`src/dmem_pkg.sv`:
```
// dmem_pkg: constants and carriers for the sectored data memory
// assumes a single clock domain shared with the cpu core
package dmem_pkg;

  localparam int DATA_W = 8;
  localparam int SECT_W = 1;
  localparam int LOC_W = 8;
  localparam int ADDR_W = SECT_W + LOC_W;
  localparam int GP_W = 7;
  localparam int GP_DEPTH = 256;

  localparam logic [7:0] SFR_LAST = 8'h7f;
  localparam logic [7:0] GP_FIRST = 8'h80;
  localparam logic [7:0] UNUSED_VAL = 8'h00;
  localparam logic [7:0] RESET_VAL = 8'h00;

  // pointer locations within sector 0
  localparam logic [7:0] LOC_PTR_A_ADDR = 8'h03;
  localparam logic [7:0] SECT_PTR_A_ADDR = 8'h04;
  localparam logic [7:0] LOC_PTR_B_ADDR = 8'h0d;
  localparam logic [7:0] SECT_PTR_B_ADDR = 8'h0e;
  // protected read-only location (stack pointer view)
  localparam logic [7:0] RO_ADDR = 8'h71;
  localparam logic [7:0] RO_FIELD_MASK = 8'h07;
  // last sfr location backed by storage in sector 0
  localparam logic [7:0] SFR_USED_LAST = 8'h71;

  typedef enum logic [1:0]
  {
    MODE_STD = 2'b00,
    MODE_EXT = 2'b01,
    MODE_IND_A = 2'b11,
    MODE_IND_B = 2'b10
  } addr_mode_e;

  typedef enum logic [1:0]
  {
    OP_READ = 2'b00,
    OP_WRITE = 2'b01,
    OP_BSET = 2'b11,
    OP_BCLR = 2'b10
  } op_e;

  typedef struct packed
  {
    logic valid;
    op_e op;
    addr_mode_e mode;
    logic [ADDR_W-1:0] addr;
    logic [2:0] bit_sel;
    logic [DATA_W-1:0] wdata;
  } mem_req_s;

  typedef struct packed
  {
    logic valid;
    logic [DATA_W-1:0] rdata;
  } mem_rsp_s;

endpackage

```
`src/gp_ram.sv`:
```
// gp_ram: general purpose storage, one 8-bit word per location
// assumes writes and reads come from one clocked client
`timescale 1ns/1ps
module gp_ram
(
  // clock only, no reset
  input wire logic ref_clk_in,
  // write port
  input wire logic wr_en_in,
  input wire logic [dmem_pkg::ADDR_W-2:0] wr_addr_in,
  input wire logic [dmem_pkg::DATA_W-1:0] wr_data_in,
  // read port
  input wire logic [dmem_pkg::ADDR_W-2:0] rd_addr_in,
  output logic [dmem_pkg::DATA_W-1:0] rd_data_out
);
  import dmem_pkg::*;

  logic [DATA_W-1:0] mem [GP_DEPTH];

  // plain ram, no reset: contents are undefined until written
  always_ff @(posedge ref_clk_in)
  begin
    if (wr_en_in)
    begin
      mem[wr_addr_in] <= wr_data_in;
    end
    rd_data_out <= mem[rd_addr_in];
  end

endmodule

```
`src/sectored_data_memory.sv`:
```
// sectored_data_memory: special function and general purpose data memory
// assumes the core holds a request for one cycle; answer follows 2 cycles
`timescale 1ns/1ps

////////////////////////////////////////////////////////////////////////
// Operation
// - every sector is 8-bit ram; each access moves one byte
// - locations 00h..7fh of a sector decode as special function area
// - locations 80h..ffh of a sector decode as general storage
// - no bank pointer; sector comes from pointers or extended address
// - indirect: sector from high pointer, location from its low partner
// - extended address carries 9 significant bits
// - extended address: top bit sector, low byte location
// - standard accesses reach only sector 0; extended reach all
// - direct addressing works in every sector via extended form
// - general locations are freely readable and writable
// - single bit set and clear leave other bits unchanged
// - sfrs fixed; most read/write, protected ones ignore writes
// - unused special function locations read as 00h
module sectored_data_memory
(
  // clock and reset
  input wire logic ref_clk_in,
  input wire logic rst_b_in,
  // access request from the core
  input wire dmem_pkg::mem_req_s req_in,
  // protected status fed by the core
  input wire logic [2:0] ro_status_in,
  // answer to the core
  output dmem_pkg::mem_rsp_s rsp_out,
  // pointer values for observation
  output logic [dmem_pkg::DATA_W-1:0] sector_pointer_a_out,
  output logic [dmem_pkg::DATA_W-1:0] sector_pointer_b_out,
  output logic [dmem_pkg::DATA_W-1:0] location_pointer_a_out,
  output logic [dmem_pkg::DATA_W-1:0] location_pointer_b_out
);
  import dmem_pkg::*;

  ////////////////////////////////////////////////////////////////////////
  // address resolution

  logic [ADDR_W-1:0] eff_addr;
  logic [LOC_W-1:0] loc;
  logic is_gp;
  logic [ADDR_W-1:0] ptr_a_addr;
  logic [ADDR_W-1:0] ptr_b_addr;
  logic [DATA_W-1:0] sector_pointer_a;
  logic [DATA_W-1:0] sector_pointer_b;
  logic [DATA_W-1:0] location_pointer_a;
  logic [DATA_W-1:0] location_pointer_b;

  // only the low sector bit of each high pointer is significant
  assign ptr_a_addr = {sector_pointer_a[SECT_W-1:0], location_pointer_a};
  assign ptr_b_addr = {sector_pointer_b[SECT_W-1:0], location_pointer_b};

  // choose the full address; no separate bank register exists
  always_comb
  begin
    case (req_in.mode)
      MODE_STD: eff_addr = {{SECT_W{1'b0}}, req_in.addr[LOC_W-1:0]};
      MODE_EXT: eff_addr = req_in.addr;
      MODE_IND_A: eff_addr = ptr_a_addr;
      MODE_IND_B: eff_addr = ptr_b_addr;
      default: eff_addr = {{SECT_W{1'b0}}, req_in.addr[LOC_W-1:0]};
    endcase
  end

  assign loc = eff_addr[LOC_W-1:0];
  assign is_gp = (loc >= GP_FIRST);

  ////////////////////////////////////////////////////////////////////////
  // sfr storage: sector 0 only, other sectors hold unused sfr space

  logic [DATA_W-1:0] sfr [int'(SFR_USED_LAST)+1];
  logic [DATA_W-1:0] next_sfr [int'(SFR_USED_LAST)+1];
  logic sfr_hit;
  logic [DATA_W-1:0] sfr_old;

  // sfrs exist only in sector 0; a reading of sfr space elsewhere is 00h
  assign sfr_hit = !is_gp && (eff_addr[ADDR_W-1:LOC_W] == '0)
    && (loc <= SFR_USED_LAST);

  always_comb
  begin
    sfr_old = UNUSED_VAL;
    if (sfr_hit)
    begin
      sfr_old = (loc == RO_ADDR) ? {5'h00, ro_status_in} : sfr[loc[GP_W-1:0]];
    end
  end

  // modified byte for write and bit ops; whole-byte, one bit changed
  function automatic logic [DATA_W-1:0] modify
  (
    input op_e op,
    input logic [DATA_W-1:0] old,
    input logic [DATA_W-1:0] wd,
    input logic [2:0] b
  );
    logic [DATA_W-1:0] m;
    m = 8'h01 << b;
    case (op)
      OP_WRITE: modify = wd;
      OP_BSET: modify = old | m;
      OP_BCLR: modify = old & ~m;
      default: modify = old;
    endcase
  endfunction

  logic is_write;
  logic busy;
  // requests that arrive while an access is in flight are dropped
  assign is_write = req_in.valid && !busy && (req_in.op != OP_READ);

  // next sfr contents; the protected location ignores program writes
  genvar gi;
  generate
    for (gi = 0; gi <= int'(SFR_USED_LAST); gi++)
    begin : g_sfr
      always_comb
      begin
        next_sfr[gi] = sfr[gi];
        if (is_write && sfr_hit && (loc[GP_W-1:0] == GP_W'(gi))
          && (loc != RO_ADDR))
        begin
          next_sfr[gi] = modify(req_in.op, sfr_old, req_in.wdata,
            req_in.bit_sel);
        end
      end

      always_ff @(posedge ref_clk_in)
      begin
        if (!rst_b_in)
        begin
          sfr[gi] <= RESET_VAL;
        end
        else
        begin
          sfr[gi] <= next_sfr[gi];
        end
      end
    end
  endgenerate

  assign sector_pointer_a = sfr[SECT_PTR_A_ADDR[GP_W-1:0]];
  assign sector_pointer_b = sfr[SECT_PTR_B_ADDR[GP_W-1:0]];
  assign location_pointer_a = sfr[LOC_PTR_A_ADDR[GP_W-1:0]];
  assign location_pointer_b = sfr[LOC_PTR_B_ADDR[GP_W-1:0]];

  ////////////////////////////////////////////////////////////////////////
  // general storage: bit ops need the old byte, so they run in two steps

  typedef enum logic [1:0]
  {
    ST_IDLE = 2'b00,
    ST_RMW = 2'b01,
    ST_REPLY = 2'b11
  } gp_state_e;

  gp_state_e state;
  gp_state_e next_state;
  mem_req_s held;
  mem_req_s next_held;
  logic [ADDR_W-1:0] held_addr;
  logic [ADDR_W-1:0] next_held_addr;
  logic held_gp;
  logic next_held_gp;
  logic [DATA_W-1:0] held_sfr;
  logic [DATA_W-1:0] next_held_sfr;
  logic ram_we;
  logic [ADDR_W-2:0] ram_waddr;
  logic [DATA_W-1:0] ram_wdata;
  logic [DATA_W-1:0] ram_rdata;
  mem_rsp_s next_rsp;

  assign busy = (state != ST_IDLE);

  // ram index: sector bit over the seven low location bits
  function automatic logic [ADDR_W-2:0] gp_index(input logic [ADDR_W-1:0] a);
    gp_index = {a[ADDR_W-1:LOC_W], a[GP_W-1:0]};
  endfunction

  gp_ram u_gp_ram
  (
    .ref_clk_in(ref_clk_in),
    .wr_en_in(ram_we),
    .wr_addr_in(ram_waddr),
    .wr_data_in(ram_wdata),
    .rd_addr_in(gp_index(eff_addr)),
    .rd_data_out(ram_rdata)
  );

  // every request is answered one cycle after it was taken
  always_comb
  begin
    next_state = state;
    next_held = held;
    next_held_addr = held_addr;
    next_held_gp = held_gp;
    next_held_sfr = held_sfr;
    next_rsp = '0;
    ram_we = 1'b0;
    ram_waddr = gp_index(held_addr);
    ram_wdata = held.wdata;
    case (state)
      ST_IDLE:
      begin
        if (req_in.valid)
        begin
          next_held = req_in;
          next_held_addr = eff_addr;
          next_held_gp = is_gp;
          next_held_sfr = sfr_old;
          next_state = ST_RMW;
        end
      end
      ST_RMW:
      begin
        // no protection on general storage
        ram_we = held_gp && (held.op != OP_READ);
        ram_wdata = modify(held.op, ram_rdata, held.wdata, held.bit_sel);
        next_state = ST_REPLY;
        next_rsp.valid = 1'b1;
        next_rsp.rdata = held_gp ? ram_rdata : held_sfr;
      end
      ST_REPLY:
      begin
        next_state = ST_IDLE;
      end
      default:
      begin
        next_state = ST_IDLE;
      end
    endcase
  end

  // state registers for the access sequence
  always_ff @(posedge ref_clk_in)
  begin
    if (!rst_b_in)
    begin
      state <= ST_IDLE;
      held <= '0;
      held_addr <= '0;
      held_gp <= 1'b0;
      held_sfr <= RESET_VAL;
      rsp_out <= '0;
      sector_pointer_a_out <= RESET_VAL;
      sector_pointer_b_out <= RESET_VAL;
      location_pointer_a_out <= RESET_VAL;
      location_pointer_b_out <= RESET_VAL;
    end
    else
    begin
      state <= next_state;
      held <= next_held;
      held_addr <= next_held_addr;
      held_gp <= next_held_gp;
      held_sfr <= next_held_sfr;
      rsp_out <= next_rsp;
      sector_pointer_a_out <= next_sfr[SECT_PTR_A_ADDR[GP_W-1:0]];
      sector_pointer_b_out <= next_sfr[SECT_PTR_B_ADDR[GP_W-1:0]];
      location_pointer_a_out <= next_sfr[LOC_PTR_A_ADDR[GP_W-1:0]];
      location_pointer_b_out <= next_sfr[LOC_PTR_B_ADDR[GP_W-1:0]];
    end
  end

endmodule

```
`config.mk`:
```
export PLATFORM = sky130hd
export DESIGN_NAME = sectored_data_memory
export DESIGN_NICKNAME = d
export VERILOG_FILES = /design/src/dmem_pkg.sv /design/src/gp_ram.sv /design/src/sectored_data_memory.sv
export SDC_FILE = /design/constraint.sdc
export NUM_CORES = 2
export LEC_CHECK = 0
export BUFFER_PORTS_ARGS = -buffer_cell sky130_fd_sc_hd__buf_2
export CORE_UTILIZATION = 50
export DETAILED_ROUTE_END_ITERATION = 6
export PLACE_DENSITY = 0.65
export SYNTH_ARGS = -nofsm -noshare
export SYNTH_HDL_FRONTEND = slang
export SYNTH_SLANG_ARGS = --single-unit
```
`constraint.sdc`:
```
create_clock -name ref_clk_in -period 11.27 [get_ports ref_clk_in]
set_input_delay 1.6905 -clock ref_clk_in [delete_from_list [all_inputs] [get_ports ref_clk_in]]
set_output_delay 1.6905 -clock ref_clk_in [all_outputs]
set_load 0.02 [all_outputs]
```
==> results_dict.tcl <==
set metrics [dict create \
    status "finished with violations" \
    violations "DRC, capacitance limit, slew limit" \
    wire_per_inst_um 33.8 \
    seq_area_mm2 0.0895 \
    synth-edff-count 2926 \
    die_height_um 501 \
    hp-class "flip-flop to flip-flop" \
    clock_latency_ps 950 \
    cts_tree "yes" \
    grt_pass1_wl_um 554000 \
    instances_no_fill 11636 \
    grt_pass1_vias 73759 \
    ctsHoldBuffers 0 \
    fin_skew_ps 68.9 \
    first_pass_iters 7 \
    area_growth_pct 11.1 \
    crit_path_max_incr_delay_ps 1160 \
    slew_headroom_pct -1.71 \
    cts.htree.levels 5 \
    synthesis.area_mm2 0.125 \
    gr-total-overflow 0 \
    track_usage_pct 31.2 \
    min_period_ps 8740 \
    p_per_area_mw_per_mm2 179 \
    synth_warnings 0 \
    p_leak_nw 45.4 \
    gp_congestion 1.02 \
    placed_cells_incl_taps 11066 \
    fin_crit_sh_pct 77.6 \
    ir_drop_v 0.000158 \
    clk_pin_slew_ps 60 \
    cts.sinks 3007 \
    setup_slack_ps 2530 \
    post_cts_buffers 0 \
    power.switching_mw 5.97 \
    fmax_mhz 114 \
    rsz0062_at_grt "no" \
    ys_seq_elements 3007 \
    seq_area_frac_synth_pct 71.8 \
    async_flop_share_pct 0 \
    synth_cell_type_count 80 \
    path_cells "buf_2, nand2b_1, o21ai_4, buf_4, nor4_1, nand2_1, o21ai_0, nor3_1, o22ai_1, o21ai_0, o221ai_4, buf_12, nor2_1" \
    clockBufferDepth 4 \
    vias 77046 \
    cp.arrival_ps 9400 \
    drt_iter0_markers 12109 \
    cp_top_family "compound AO/OA/AOI/OAI gates" \
    via_per_inst 6.62 \
    tightest_slew_ps 1490 \
    die_x_um 501 \
    fin_setup_tns_ps 0 \
    wl_um 393000 \
    slew_viol_final 14 \
    grt_max_degree 257 \
    ys.flop_type "edfxtp_1" \
    synth_cells 7996 \
    power_frac_seq_pct 51.2 \
    drc 9 \
    path_buf_inv 3 \
    nets 8104 \
    synth_top_area_share_pct 70.5 \
    fill_cells 19267 \
    synth.avg_cell_area_um2 15.6 \
    critPathLaunchType "input pin" \
    start_util_pct 50.5 \
    worstPathMaxFanout 83 \
    die-area_mm2 0.251 \
    rows 182 \
    p_int_mw 18.8 \
    cts_resized 0 \
    drive_above_1_share_pct 17.1 \
    hold_viol_final 0 \
    critPathMostFrequentCell "o21ai_0" \
    cts_made_buffers 318 \
    slowest_stage "o21ai_0" \
    multi_input_area_mm2 0.0326 \
    ant_nets 0 \
    synth.most_common_cell "edfxtp_1" \
    dp_worst_setup_slack_ps 2460 \
    port_buffers 70 \
    p_clk_share_pct 40.2 \
    root_buffer "clkbuf_16" \
    ys_top_cells_by_area "edfxtp_1, mux4_2, nor2_1" \
    core_area_mm2 0.247 \
    crit_type "input pin to flip-flop" \
    antenna_found_initial 34 \
    cap_violations 4 \
    swShare_pct 24.1 \
    synth_top_area_cell "edfxtp_1" \
    io_pins 71 \
    cp.required_ps 11930 \
    synth_commonest_cells "edfxtp_1, nor2_1, nand2_1" \
    dpl.hpwl_um 237000 \
    cp-end-kind "flip-flop" \
    pwr-share-comb_pct 8.6 \
    finalSetupViolations 0 \
]
-- layout make-up --
class / instances / share of cell area, %
antenna: 14 / 0.0253
clock inverter: 172 / 0.912
tap: 3312 / 2.99
sequential: 3007 / 64.6
inverter: 16 / 0.0434
multi-input combinational: 4397 / 23.5
timing repair buffer: 334 / 1.84
clock buffer: 384 / 6.03
-- cell families (layout without fill, tap and decap cells) --
logic type | count (synthesis) | in the layout | synth area share (%)
other | 1 | 20 | 0.00301
flip-flops | 3007 | 3007 | 71.8
AND/OR/NAND/NOR | 2805 | 2805 | 9.57
AO/OA/AOI/OAI | 759 | 759 | 3.91
buffers and inverters | 597 | 906 | 2.40
multiplexers | 827 | 827 | 12.3
-- worst min-delay path: cells and delay by family, from the launching register on --
kind            cells  cell delay [ps]
flops               1              310
compound gates      1               50
simple gates        1               50
-- metrics by stage --
step           area (um^2)  power [mW]  hold slack [ps]  utilization [%]
3_5_place_dp        129000        15.0              451             52.2
2_1_floorplan       125000        14.2              423                -
5_1_grt             138000        25.2              476             56.1
6_report            138000        24.7              461             56.1
3_3_place_gp        129000        14.9              441             52.2
4_1_cts             138000        24.7              459             56.1
-- power groups by stage --
stage | clock network, mW | registers, mW | logic (mW)
final | 9.95 | 12.7 | 2.12
after global routing | 10.4 | 12.7 | 2.17
after CTS | 9.99 | 12.7 | 2.07
after detailed placement | 0 | 12.9 | 2.07
after global placement | 0 | 12.9 | 2.03
after floorplan | 0 | 13.0 | 1.17
-- cell usage in the layout, fill, tap and decap left out, drive strengths merged, types with 8 or more instances in the layout --
cell type / netlist / routed
nor2: 1034 / 1034
o22ai: 35 / 35
clkinv: 1 / 137
nand2: 991 / 991
o31ai: 12 / 12
buf: 364 / 334
mux2i: 248 / 248
diode: 0 / 14
inv: 15 / 22
or3: 13 / 13
a31oi: 55 / 55
nor3: 153 / 153
dfxtp: 81 / 81
nor4: 142 / 142
and3: 48 / 48
o211ai: 38 / 38
nor2b: 11 / 11
nand4: 27 / 27
a2111oi: 14 / 14
mux4: 560 / 560
o211a: 35 / 35
a22oi: 21 / 21
bufinv: 0 / 18
a221oi: 8 / 8
clkinvlp: 0 / 11
o32ai: 9 / 9
a211oi: 60 / 60
o21ai: 208 / 208
a21oi: 185 / 185
edfxtp: 2926 / 2926
clkbuf: 217 / 384
nand3: 358 / 358
mux2: 19 / 19
a32oi: 13 / 13
-- path summary, 6_finish.rpt --
check,endpoint,depth (start not counted),startpoint,slack [ps]
worst min-delay path,held_sfr[5]$_SDFFE_PN0P_,2,held_sfr[5]$_SDFFE_PN0P_,460
worst max register to register,sfr[6][0]$_SDFFCE_PN0P_,11,sfr[3][4]$_SDFFE_PN0P_,3700
worst min register to register,held_sfr[5]$_SDFFE_PN0P_,2,held_sfr[5]$_SDFFE_PN0P_,460
worst max-delay path,sfr[28][1]$_SDFFCE_PN0P_,13,req_in[21],2530
-- routing by layer --
metal	track usage (%)	part of all wire, %	up-vias
met2	45.9	45	5360
met5	0	0.034	-
li1	-	-	31090
met3	8.00	12	1190
met1	42.2	37	39382
met4	17.8	6.5	24
-- registers in the layout (all words and copies together) (netlist names) --
register              flops
held                     13
held_addr                 8
held_gp                   1
held_sfr                  8
rsp_out                   9
sfr                     910
state                     2
u_gp_ram.mem           2048
u_gp_ram.rd_data_out      8
No activity file was read; power rests on OpenSTA's default activity.
